$ cat src/core/tdt_pkg.sv
// package for the 10-bit down-count timer with pwm output
// assumes a single clock domain; registers are reached over a plain strobe port
package tdt_pkg;
  localparam logic [7:0] ADDR_IRQ_ENABLE = 8'h07;
  localparam logic [7:0] ADDR_IRQ_FLAG = 8'h08;
  localparam logic [7:0] ADDR_COUNT_LOW = 8'h1a;
  localparam logic [7:0] ADDR_CONTROL_ONE = 8'h1b;
  localparam logic [7:0] ADDR_CONTROL_TWO = 8'h1c;
  localparam logic [7:0] ADDR_DUTY_LOW = 8'h1d;
  localparam logic [7:0] ADDR_DIV_READBACK = 8'h1e;
  localparam logic [7:0] ADDR_HIGH_BITS = 8'h1f;
  // field positions
  localparam int BIT_RUN = 0;
  localparam int BIT_RELOAD_SEL = 1;
  localparam int BIT_ONE_SHOT = 2;
  localparam int BIT_FAST_OSC = 3;
  localparam int BIT_POLARITY = 6;
  localparam int BIT_PIN_EN = 7;
  localparam int BIT_SOURCE = 5;
  localparam int BIT_EDGE = 4;
  localparam int BIT_BYPASS_N = 3;
  localparam int BIT_IRQ = 5;
  // reset values
  localparam logic [7:0] RST_CONTROL_ONE = 8'h00;
  localparam logic [5:0] RST_CONTROL_TWO = 6'h3f;
  localparam logic [7:0] RST_DIV_COUNT = 8'hff;
  localparam logic [9:0] CNT_TOP = 10'h3ff;
  localparam logic [9:0] CNT_ZERO = 10'h000;

  typedef struct packed {
    logic [7:0] addr;
    logic [7:0] wdata;
    logic wr;
    logic rd;
  } tdt_bus_req_t;
endpackage : tdt_pkg

$ cat src/core/tdt_timer.sv
// 10-bit down-count timer with prescaler and pwm output
// assumes all inputs synchronous to clk; clock sources arrive as level inputs sampled on clk
//
// The implementer's own choice: the plain strobed port.
`timescale 1ns/100ps
`default_nettype none
module tdt_timer (
  // clock and reset
  input wire logic clk,
  input wire logic sys_rst,
  // register port
  input wire tdt_pkg::tdt_bus_req_t bus,
  output logic [7:0] rdata,
  // clock sources
  input wire logic instr_tick,
  input wire logic fast_osc_tick,
  input wire logic ext_count_pin,
  // pwm pin and interrupt
  output logic wave_out,
  output logic wave_oe_n,
  output logic irq
);
  import tdt_pkg::*;

  // ----------------------------------------
  // registers
  // ----------------------------------------
  logic [7:0] control_one;
  logic [5:0] control_two;
  logic [9:0] reload;
  logic [9:0] duty;
  logic [9:0] count;
  logic [7:0] div_cnt;
  logic irq_en;
  logic irq_flag;
  logic ext_prev;
  logic stopped;

  logic wr_count, wr_high, wr_c1, wr_c2, wr_duty, wr_en, wr_flag;
  assign wr_count = bus.wr && bus.addr == ADDR_COUNT_LOW;
  assign wr_high = bus.wr && bus.addr == ADDR_HIGH_BITS;
  assign wr_c1 = bus.wr && bus.addr == ADDR_CONTROL_ONE;
  assign wr_c2 = bus.wr && bus.addr == ADDR_CONTROL_TWO;
  assign wr_duty = bus.wr && bus.addr == ADDR_DUTY_LOW;
  assign wr_en = bus.wr && bus.addr == ADDR_IRQ_ENABLE;
  assign wr_flag = bus.wr && bus.addr == ADDR_IRQ_FLAG;

  always_ff @(posedge clk) begin
    if (sys_rst) begin
      control_one <= RST_CONTROL_ONE;
    end else if (wr_c1) begin
      control_one <= bus.wdata & 8'hcf;
    end
  end

  always_ff @(posedge clk) begin
    if (sys_rst) begin
      control_two <= RST_CONTROL_TWO;
    end else if (wr_c2) begin
      control_two <= bus.wdata[5:0];
    end
  end

  // reload low byte is written with the count register; high bits via high register
  always_ff @(posedge clk) begin
    if (sys_rst) begin
      reload <= CNT_ZERO;
    end else if (wr_count) begin
      reload[7:0] <= bus.wdata;
    end else if (wr_high) begin
      reload[9:8] <= bus.wdata[5:4];
    end
  end

  always_ff @(posedge clk) begin
    if (sys_rst) begin
      duty <= CNT_ZERO;
    end else if (wr_duty) begin
      duty[7:0] <= bus.wdata;
    end else if (wr_high) begin
      duty[9:8] <= bus.wdata[1:0];
    end
  end

  always_ff @(posedge clk) begin
    if (sys_rst) begin
      irq_en <= 1'b0;
    end else if (wr_en) begin
      irq_en <= bus.wdata[BIT_IRQ];
    end
  end

  // ----------------------------------------
  // clock source and edge selection
  // ----------------------------------------
  logic ext_edge, src_tick, div_tick, tmr_tick;
  always_ff @(posedge clk) begin
    if (sys_rst) begin
      ext_prev <= 1'b0;
    end else begin
      ext_prev <= ext_count_pin;
    end
  end

  assign ext_edge = control_two[BIT_EDGE] ? (ext_prev && !ext_count_pin) : (!ext_prev && ext_count_pin);

  always_comb begin
    if (control_one[BIT_FAST_OSC]) begin
      src_tick = fast_osc_tick;
    end else if (control_two[BIT_SOURCE]) begin
      src_tick = ext_edge;
    end else begin
      src_tick = instr_tick;
    end
  end

  // ----------------------------------------
  // prescaler
  // ----------------------------------------
  // rate code n needs 2^(n+1) source ticks; match the low n+1 bits of the next free count against all ones
  function automatic logic div_wrap(input logic [7:0] cnt, input logic [2:0] rate);
    logic [7:0] mask;
    mask = 8'hff >> (3'h7 - rate);
    return (cnt & mask) == mask;
  endfunction : div_wrap

  logic run;
  assign run = control_one[BIT_RUN];

  always_ff @(posedge clk) begin
    if (sys_rst) begin
      div_cnt <= RST_DIV_COUNT;
    end else if (run && src_tick && !control_two[BIT_BYPASS_N]) begin
      div_cnt <= div_cnt + 8'h01;
    end
  end

  assign div_tick = control_two[BIT_BYPASS_N] ? src_tick
                  : (src_tick && div_wrap(div_cnt + 8'h01, control_two[2:0]));
  assign tmr_tick = run && div_tick && !stopped;

  // ----------------------------------------
  // down-counter
  // ----------------------------------------
  logic underflow;
  assign underflow = tmr_tick && count == CNT_ZERO;

  always_ff @(posedge clk) begin
    if (sys_rst) begin
      count <= CNT_TOP;
      stopped <= 1'b0;
    end else if (wr_count) begin
      count <= {reload[9:8], bus.wdata};
      stopped <= 1'b0;
    end else if (count == CNT_ZERO && tmr_tick && control_one[BIT_ONE_SHOT]) begin
      stopped <= 1'b1;
    end else if (underflow) begin
      count <= control_one[BIT_RELOAD_SEL] ? reload : CNT_TOP;
    end else if (tmr_tick) begin
      count <= count - 10'h001;
    end
  end

  always_ff @(posedge clk) begin
    if (sys_rst) begin
      irq_flag <= 1'b0;
    end else if (underflow) begin
      irq_flag <= 1'b1;
    end else if (wr_flag && !bus.wdata[BIT_IRQ]) begin
      irq_flag <= 1'b0;
    end
  end

  assign irq = irq_flag && irq_en;

  // ----------------------------------------
  // pwm
  // ----------------------------------------
  always_ff @(posedge clk) begin
    if (sys_rst) begin
      wave_out <= 1'b0;
    end else begin
      wave_out <= (count < duty) ^ control_one[BIT_POLARITY];
    end
  end

  assign wave_oe_n = !control_one[BIT_PIN_EN];

  // ----------------------------------------
  // read mux
  // ----------------------------------------
  always_ff @(posedge clk) begin
    if (sys_rst) begin
      rdata <= 8'h00;
    end else if (bus.rd) begin
      unique case (bus.addr)
        ADDR_COUNT_LOW: rdata <= count[7:0];
        ADDR_CONTROL_ONE: rdata <= control_one;
        ADDR_CONTROL_TWO: rdata <= {2'h0, control_two};
        ADDR_DIV_READBACK: rdata <= div_cnt;
        ADDR_HIGH_BITS: rdata <= {2'h0, count[9:8], 2'h0, duty[9:8]};
        ADDR_IRQ_ENABLE: rdata <= {2'h0, irq_en, 5'h00};
        ADDR_IRQ_FLAG: rdata <= {2'h0, irq_flag, 5'h00};
        default: rdata <= 8'h00;
      endcase
    end else begin
      rdata <= 8'h00;
    end
  end
endmodule : tdt_timer
`default_nettype wire

$ cat config.mk
export PLATFORM = sky130hd
export DESIGN_NAME = tdt_timer
export DESIGN_NICKNAME = d
export VERILOG_FILES = /design/src/core/tdt_pkg.sv /design/src/core/tdt_timer.sv
export SDC_FILE = /design/constraint.sdc
export NUM_CORES = 1
export LEC_CHECK = 0
export BUFFER_PORTS_ARGS = -buffer_cell sky130_fd_sc_hd__buf_2
export CAP_MARGIN = 20
export CORE_UTILIZATION = 48
export CTS_CLUSTER_DIAMETER = 80
export DETAILED_ROUTE_END_ITERATION = 7
export GPL_TIMING_DRIVEN = 0
export PLACE_DENSITY_LB_ADDON = 0.1
export SYNTH_ARGS = -nofsm -noshare
export SYNTH_HDL_FRONTEND = slang
export SYNTH_SLANG_ARGS = --single-unit
$ cat constraint.sdc
create_clock -name clk -period 3.15 [get_ports clk]
set_input_delay 0.63 -clock clk [delete_from_list [all_inputs] [get_ports clk]]
set_output_delay 0.63 -clock clk [all_outputs]
set_load 0.01 [all_outputs]
==> results of run 1 <==
-- through the flow --
step	hold WS (ns)	setup WS [ns]
2_1_floorplan	0.432	0.770
3_3_place_gp	0.440	0.0807
3_5_place_dp	0.445	0.0647
4_1_cts	0.453	0.429
5_1_grt	0.474	0.0909
6_report	0.452	0.366
-- how the worst max path moves through the flow --
stage | from | to | slack (ns) | cells after the start
3_5_place_dp | bus[15] | reload[1]$_SDFFE_PP0P_ | 0.06 | 9
4_1_cts | bus[15] | reload[1]$_SDFFE_PP0P_ | 0.43 | 9
2_1_floorplan | bus[15] | reload[6]$_SDFFE_PP0P_ | 0.77 | 8
3_3_place_gp | bus[15] | reload[2]$_SDFFE_PP0P_ | 0.08 | 9
6_report | bus[15] | reload[2]$_SDFFE_PP0P_ | 0.37 | 9
5_1_grt | bus[15] | reload[4]$_SDFFE_PP0P_ | 0.09 | 9
-- cells in the mapped netlist, types with 2 or more instances --
library cell  count  area share (%)
nand2b_1          5            0.89
a22oi_1           5             1.1
o31ai_1           5             1.1
nor3b_1           3            0.64
a32oi_1           4             1.0
nand3b_1          2            0.43
ha_1             11             3.9
nand2_1          48             5.1
xnor2_1           4             1.0
a221oi_1          4             1.0
clkbuf_1         16             1.7
nand4_1           6             1.1
a21oi_1          44             6.3
o21ai_0          11             1.6
dfxtp_1          63              36
or3_2             2            0.43
and4b_1           3            0.85
nand3_1          19             2.7
or3_1             3            0.53
a221o_1           2            0.57
nor3_1            9             1.3
and2_1            2            0.36
o211a_1           2            0.57
and3_1            4            0.71
o31a_1            2            0.50
nand4b_1          3            0.75
a31oi_1           2            0.36
and4_1            2            0.50
a311oi_1          2            0.50
xor2_1           10             2.5
mux2i_1          12             3.4
nor3_2            2            0.57
nor4_1            2            0.36
nor2b_1           3            0.53
o21a_1            5             1.1
inv_1            27             2.9
buf_2             6            0.85
a211o_1           7             1.7
mux2_2            3            0.96
nor2_1           45             4.8
o21bai_1          7             1.5
-- per-layer routing --
layer / up-vias / share of wire, %
li1: 1642 / -
met1: 1613 / 47
met2: 151 / 43
met3: 29 / 7.4
met4: 0 / 2.9
met5: - / 0
-- where the power goes --
group | switching [mW] | internal, mW | total, mW
combinational | 0.0559 | 0.0278 | 0.0837
clock | 0.314 | 0.347 | 0.661
sequential | 0.00171 | 0.798 | 0.800
total | 0.371 | 1.17 | 1.54
-- registers in the layout (all words and copies together), names as in the netlist --
register	count
stopped	1
irq_flag	1
control_two	6
control_one	6
duty	10
irq_en	1
ext_prev	1
rdata	8
wave_out	1
count	10
reload	10
div_cnt	8
-- worst reg2reg max path, stage by stage, from the launching register on --
cell,delay (ns)
dfxtp_1,0.46
ha_1,0.37
inv_1,0.09
or3_1,0.35
a32oi_1,0.18
o22ai_1,0.20
o21ai_2,0.31
buf_2,0.29
o21ai_0,0.12
o21bai_1,0.15
-- cell families (layout without fill, tap and decap cells) --
logic type      Yosys count  after routing  synth area share (%)
buf+inv                  52             97                  6.19
simple gates            171            171                  24.6
mux                      15             15                  4.38
xor+xnor                 14             14                  3.49
fa+ha+maj                11             11                  3.91
compound gates          113            113                  21.5
flops                    63             63                  35.9
-- final cells by class --
cell class,instances,area [um^2],area share [%]
multi-input combinational,324,2040,51.4
sequential,63,1260,31.8
clock buffer,15,176,4.45
timing repair buffer,30,150,3.79
tap,96,120,3.03
buffer,25,116,2.94
inverter,27,101,2.56
==> results.json, run 1 <==
{
  "outcome": "completed",
  "cts_max_level": 3,
  "overflow": 0,
  "syn_inst": 439,
  "relSlewSlack_pct": 53.9,
  "wl_um": 10500,
  "hold_viol": 0,
  "first_global_vias": 3140,
  "max_slew.worst_pin.slew_ns": 0.692,
  "drc": 0,
  "final_cell_mix": "dfxtp_1, nand2_1, nor2_1, a21oi_1, buf_2",
  "cts_tree": "yes",
  "dominantRegCellSynth": "dfxtp_1",
  "core_area_mm2": 0.00694,
  "fin_crit_sh_pct": 88.4,
  "r2r_slack_ns": 0.52,
  "fillers": 699,
  "die_w_um": 87.6,
  "r2r_end": "count[6]$_SDFFE_PP1P_",
  "first_iter_violations": 302,
  "dr.pass1.iters": 5,
  "syn_avg_cell_area_um2": 8.01,
  "fmax_mhz": 359,
  "initial_core_util_pct": 50.6,
  "power.total_mw": 1.54,
  "final_antenna_net_count": 0,
  "synth_cell_types": 63,
  "met2_usage_pct": 46.1,
  "r2r_cells": 9,
  "dieArea_mm2": 0.00767,
  "startpoint_type": "input pin",
  "slew_violations": 0,
  "fin_crit_ns": 2.78,
  "cts_root_buffer": "clkbuf_8",
  "ys_seq_area_share_pct": 35.9,
  "setup_viol": 0,
  "cts_resized": 0,
  "synth_edf_count": 0,
  "slowest_stage": "nor3_1",
  "io_buffers": 30,
  "antenna_found_initial": 0,
  "critical_path_class": "in -> reg",
  "powerDensity_mw_per_mm2": 390,
  "holdPathStages": 2,
  "syn2layout_area_growth_pct": 12.7,
  "num_vias": 3435,
  "final_core_utilization_pct": 57.1,
  "layout_commonest_cell": "dfxtp_1",
  "hold_end": "reload[6]$_SDFFE_PP0P_",
  "grt_max_degree": 11,
  "finClkSkew_ns": 0.0122,
  "final_area_mm2": 0.00396,
  "synth-async-reset-ratio_pct": 0,
  "clkTransAtPathRegs_ns": 0.07,
  "worst_setup_path_end_kind": "flop",
  "drt-wirelength-per-cell_um": 18.1,
  "nNetsFinal": 514,
  "peakVddDrop_mv": 0.222,
  "met1_usage_pct": 39.8,
  "worstPathArrival_ns": 3.00,
  "track_usage_pct": 29.6,
  "ys_ff_latch": 63,
  "num_rows": 30,
  "top_usage_layer": "met2",
  "place_area_mm2": 0.00379,
  "hp-start": "reload[6]$_SDFFE_PP0P_",
  "path_cells": "buf_2 > nor3_1 > nand4b_1 > nor3_2 > nand2_1 > clkbuf_1 > clkbuf_1 > nand2_1 > a21oi_1",
  "dpl.cell_count": 565,
  "grt_first_pass_wirelength_um": 16500,
  "crit_fanout": 10,
  "drive_gt1_share_pct": 14.0,
  "clkLatencyLatePin_ns": 0.36,
  "crit_buf_inv": 3,
  "met3_usage_pct": 6.22,
  "cp.required_ns": 3.37,
  "clock_path_buffers": 2,
  "cts_buffers": 9,
  "synth_nets": 473,
  "cts_setup_buffers": 0,
  "cts_hold_buffers": 0,
  "stdcell_count": 580,
  "finalSetupTns_ns": 0,
  "dp_hpwl_um": 7520,
  "dieHeight_um": 87.6,
  "rsz0062_at_grt": "false",
  "ios": 34,
  "yosysWarnings": 0,
  "crit_family": "simple AND/OR/NAND/NOR gates",
  "maxCapViolations": 0,
  "syn_area_mm2": 0.00352,
  "regToRegStartpoint": "div_cnt[1]$_SDFFE_PP1P_",
  "hold_class": "reg -> reg",
  "critPathMaxStageDelay_ns": 0.51,
  "cts.sinks": 63,
  "p_leak_nw": 1.64,
  "num_antenna_cells": 0,
  "viasPerCell": 5.92,
  "gp_congestion": 0.915
}
(Power assumes the default switching activity.)
==> inputs of run 2 (changes only) <==
- CTS_CLUSTER_DIAMETER: 80 -> 120
- REMOVE_ABC_BUFFERS: default -> 1
==> run 2 against run 1 <==
First-iteration DRC count down 42%. Non-clock buffer count down 21. Die area unchanged. Final cell count down 3.4%. Design area down 1.4%. Global-route usage down 3.3 points. Largest power group unchanged. Flip-flop and latch count unchanged. Core utilization down 0.79 points.
==> results.json, run 2 (synthesis results as in run 1) <==
{
  "p_leak_nw": 1.61,
  "overflow": 0,
  "antenna_found_initial": 0,
  "slowest_stage": "o21ai_2",
  "drc": 0,
  "peakVddDrop_mv": 0.243,
  "cts.sinks": 63,
  "grt_max_degree": 57,
  "cts_hold_buffers": 0,
  "num_rows": 30,
  "final_core_utilization_pct": 56.3,
  "hold_viol": 0,
  "num_antenna_cells": 0,
  "fin_ws_ns": 0.228,
  "critical_path_class": "reg -> reg",
  "path_cells": "ha_1 > nand3_1 > xor2_1 > a311oi_1 > o22ai_1 > o21ai_2 > nand2_1 > o31ai_1",
  "gp_congestion": 0.866,
  "cts_setup_buffers": 0,
  "fmax_mhz": 342,
  "dieArea_mm2": 0.00767,
  "final_area_mm2": 0.00391,
  "clkTransAtPathRegs_ns": 0.08,
  "cts_max_level": 3,
  "worstPathArrival_ns": 3.17,
  "dp_slack_ns": -0.188,
  "reg_top3": "count (10), duty (10), reload (10)",
  "worst_setup_path_end_kind": "flop",
  "finClkSkew_ns": 0.00852,
  "critPathMaxStageDelay_ns": 0.58,
  "initial_core_util_pct": 50.6,
  "relSlewSlack_pct": 31.9,
  "viasPerCell": 5.86,
  "final_cell_mix": "dfxtp_1, nand2_1, nor2_1, a21oi_1, buf_2",
  "rsz0062_at_grt": "false",
  "crit_family": "compound AO/OA/AOI/OAI gates",
  "first_global_vias": 2995,
  "cts_buffers": 9,
  "first_iter_violations": 174,
  "dr.pass1.iters": 4,
  "final_antenna_net_count": 0,
  "grt_first_pass_wirelength_um": 15100,
  "clock_path_buffers": 2,
  "setup_viol": 0,
  "powerDensity_mw_per_mm2": 423,
  "crit_fanout": 15,
  "fin_crit_ns": 2.92,
  "maxCapViolations": 0,
  "dp_hpwl_um": 6550,
  "cts_tree": "yes",
  "nNetsFinal": 493,
  "cts_root_buffer": "clkbuf_8",
  "track_usage_pct": 26.3,
  "core_area_mm2": 0.00694,
  "outcome": "completed",
  "finalSetupTns_ns": 0,
  "dpl.cell_count": 544,
  "crit_buf_inv": 0,
  "num_vias": 3281,
  "fin_crit_sh_pct": 92.8,
  "die_w_um": 87.6,
  "dieHeight_um": 87.6,
  "syn2layout_area_growth_pct": 11.1,
  "slew_violations": 0,
  "clkLatencyLatePin_ns": 0.34,
  "wl_um": 9370,
  "hold_class": "reg -> reg",
  "drt-wirelength-per-cell_um": 16.7,
  "cp.required_ns": 3.40,
  "startpoint_type": "flop",
  "ios": 34,
  "power.total_mw": 1.65,
  "place_area_mm2": 0.00369,
  "io_buffers": 33,
  "r2r_slack_ns": 0.23,
  "drive_gt1_share_pct": 14.4,
  "layout_commonest_cell": "dfxtp_1",
  "timing.hold.ws_ns": 0.458,
  "max_slew.worst_pin.slew_ns": 1.02,
  "stdcell_count": 560
}
-- run 2: worst paths after layout --
kind                            depth (start not counted)               startpoint                endpoint
worst min-delay path                                    2   reload[0]$_SDFFE_PP0P_  reload[0]$_SDFFE_PP0P_
worst min register to register                          2   reload[0]$_SDFFE_PP0P_  reload[0]$_SDFFE_PP0P_
worst max register to register                          8  div_cnt[0]$_SDFFE_PP1P_   count[1]$_SDFFE_PP1P_
worst max-delay path                                    8  div_cnt[0]$_SDFFE_PP1P_   count[1]$_SDFFE_PP1P_
-- run 2: where the power goes --
part           switching [mW]  total [mW]  internal, mW
clock                   0.338       0.782         0.443
sequential            0.00160       0.799         0.797
combinational          0.0486      0.0738        0.0252
-- run 2: final cells by class --
type / count / area, um^2
clock inverters: 6 / 85.1
inverters: 27 / 101
fillers: 671 / 3040
flip-flops and latches: 63 / 1260
multi-input cells: 324 / 2040
repair buffers: 34 / 173
well taps: 96 / 120
clock buffers: 10 / 128
-- run 2: per-layer routing --
metal | GRT usage (%) | up-vias | share of wire (%)
met4 | 12.7 | 0 | 2.5
met5 | 0 | - | 0
met1 | 34.8 | 1567 | 45
met2 | 41.7 | 94 | 47
li1 | - | 1602 | -
met3 | 4.34 | 18 | 6.0
-- run 2: what timing repair did --
item | 4_1_cts | 5_1_grt
hold endpoints to repair | 0 | 0
setup endpoints to repair | 0 | 9
resized for setup | 0 | 1
-- run 2: tightest hold or removal path: cells and delay by family, from the launching register on --
kind / cells / cell delay [ns]
DFF: 1 / 0.31
and+or+nand+nor: 1 / 0.05
AOI/OAI and AO/OA: 1 / 0.05
==> inputs of run 3 (changes only) <==
- PLACE_DENSITY: default -> 0.67
- PLACE_DENSITY_LB_ADDON: 0.1 -> default
==> run 3 against run 2 <==
Flip-flop and latch count unchanged. Combinational power down 0.7%. Clock skew hardly changed. Design area up 0.64%. Sequential share of layout area is 0.21 points lower. Via count decreased by 0.15%. Largest power group is now the clock network. Clock-buffer cell count rose by 2. Worst hold slack worse by 0.0037 ns.
==> results.json, run 3 (synthesis results as in run 1) <==
{
  "outcome": "completed",
  "dr.pass1.iters": 5,
  "num_antenna_cells": 0,
  "critical_path_class": "in -> reg",
  "syn2layout_area_growth_pct": 11.9,
  "drive_gt1_share_pct": 14.7,
  "met1_usage_pct": 33.4,
  "viasPerCell": 5.86,
  "final_cell_mix": "dfxtp_1, nand2_1, nor2_1, a21oi_1, buf_2",
  "cts_root_buffer": "clkbuf_8",
  "worstPathArrival_ns": 3.04,
  "cts.sinks": 63,
  "dieArea_mm2": 0.00767,
  "hold_class": "reg -> reg",
  "rsz0062_at_grt": "false",
  "core_area_mm2": 0.00694,
  "track_usage_pct": 25.8,
  "nNetsFinal": 493,
  "initial_core_util_pct": 50.6,
  "place_area_mm2": 0.00369,
  "clkTransAtPathRegs_ns": 0.07,
  "hold_viol": 0,
  "gp_congestion": 0.838,
  "reg_top3": "count (10), duty (10), reload (10)",
  "num_rows": 30,
  "setup_viol": 0,
  "worst_setup_path_end_kind": "flop",
  "crit_fanout": 21,
  "die_w_um": 87.6,
  "num_vias": 3276,
  "grt_max_degree": 57,
  "ios": 34,
  "fmax_mhz": 356,
  "maxCapViolations": 0,
  "drc": 0,
  "first_global_vias": 2975,
  "overflow": 0,
  "cts_buffers": 9,
  "met2_usage_pct": 42.0,
  "fillers": 669,
  "powerDensity_mw_per_mm2": 432,
  "grt_first_pass_wirelength_um": 14900,
  "fin_crit_sh_pct": 89.1,
  "antenna_found_initial": 0,
  "layout_commonest_cell": "dfxtp_1",
  "finClkSkew_ns": 0.00812,
  "met3_usage_pct": 3.86,
  "relSlewSlack_pct": 32.2,
  "cts_tree": "yes",
  "startpoint_type": "input pin",
  "finalSetupTns_ns": 0,
  "peakVddDrop_mv": 0.273,
  "max_slew.worst_pin.slew_ns": 1.02,
  "cts_setup_buffers": 0,
  "dieHeight_um": 87.6,
  "fin_crit_ns": 2.81,
  "cp.required_ns": 3.39,
  "clock_path_buffers": 2,
  "slew_violations": 0,
  "final_antenna_net_count": 0,
  "clkLatencyLatePin_ns": 0.35,
  "top_usage_layer": "met2",
  "final_area_mm2": 0.00393,
  "dp_hpwl_um": 6300,
  "io_buffers": 33,
  "p_leak_nw": 1.63,
  "wl_um": 9260,
  "cts_max_level": 3,
  "drt-wirelength-per-cell_um": 16.6,
  "first_iter_violations": 236
}
-- run 3: cell type report --
type	instances	area, um^2	share of cell area, %
multi-input combinational	324	2050	52.1
sequential	63	1260	32.1
timing repair buffer	34	170	4.33
clock buffer	12	165	4.20
tap	96	120	3.05
inverter	27	101	2.58
clock inverter	3	65.1	1.65
-- run 3: per-stage QoR --
| step | power, mW | worst slack, ns | hold WS [ns] | instances | util (%) |
|---|---|---|---|---|---|
| CTS | 1.71 | 0.176 | 0.457 | 559 | 56.5 |
| global placement | 0.889 | -0.129 | 0.443 | 543 | 53.1 |
| finish | 1.70 | 0.344 | 0.455 | 559 | 56.6 |
| global route | 1.76 | 0.137 | 0.473 | 559 | 56.6 |
| floorplan | 0.842 | 0.520 | 0.426 | 414 | - |
| detailed placement | 0.889 | -0.178 | 0.446 | 544 | 53.1 |
-- run 3: power by group --
part	internal, mW	leakage, nW	total (mW)	switching [mW]
Combinational	0.0252	1.00	0.0733	0.0481
Sequential	0.798	0.509	0.799	0.00162
Clock	0.505	0.118	0.827	0.322
Total	1.33	1.63	1.70	0.372
-- run 3: final timing paths --
kind	startpoint	to	slack (ns)	cells after the start
setup / recovery	bus[15]	count[8]$_SDFFE_PP1P_	0.34	8
hold / removal	reload[2]$_SDFFE_PP0P_	reload[2]$_SDFFE_PP0P_	0.45	2
setup reg to reg	div_cnt[0]$_SDFFE_PP1P_	count[5]$_SDFFE_PP1P_	0.37	8
hold reg to reg	reload[2]$_SDFFE_PP0P_	reload[2]$_SDFFE_PP0P_	0.45	2
-- run 3: timing repair --
item	CTS	global route
hold buffers	0	0
setup endpoints to repair	0	3
resized for setup	0	3
-- run 3: critical path, stage by stage --
cell and delay [ns]:
buf_2 0.10, nor3_1 0.49, nand4b_1 0.21, nor3_2 0.58
nand2_2 0.44, a21oi_2 0.24, nor3_1 0.06, a221o_1 0.29
-- run 3: routing by layer --
layer  vias to the layer above  part of all wire (%)
met4                         0                   3.4
met5                         -                     0
met1                      1527                    45
li1                       1607                     -
met2                       114                    46
met3                        28                   5.6
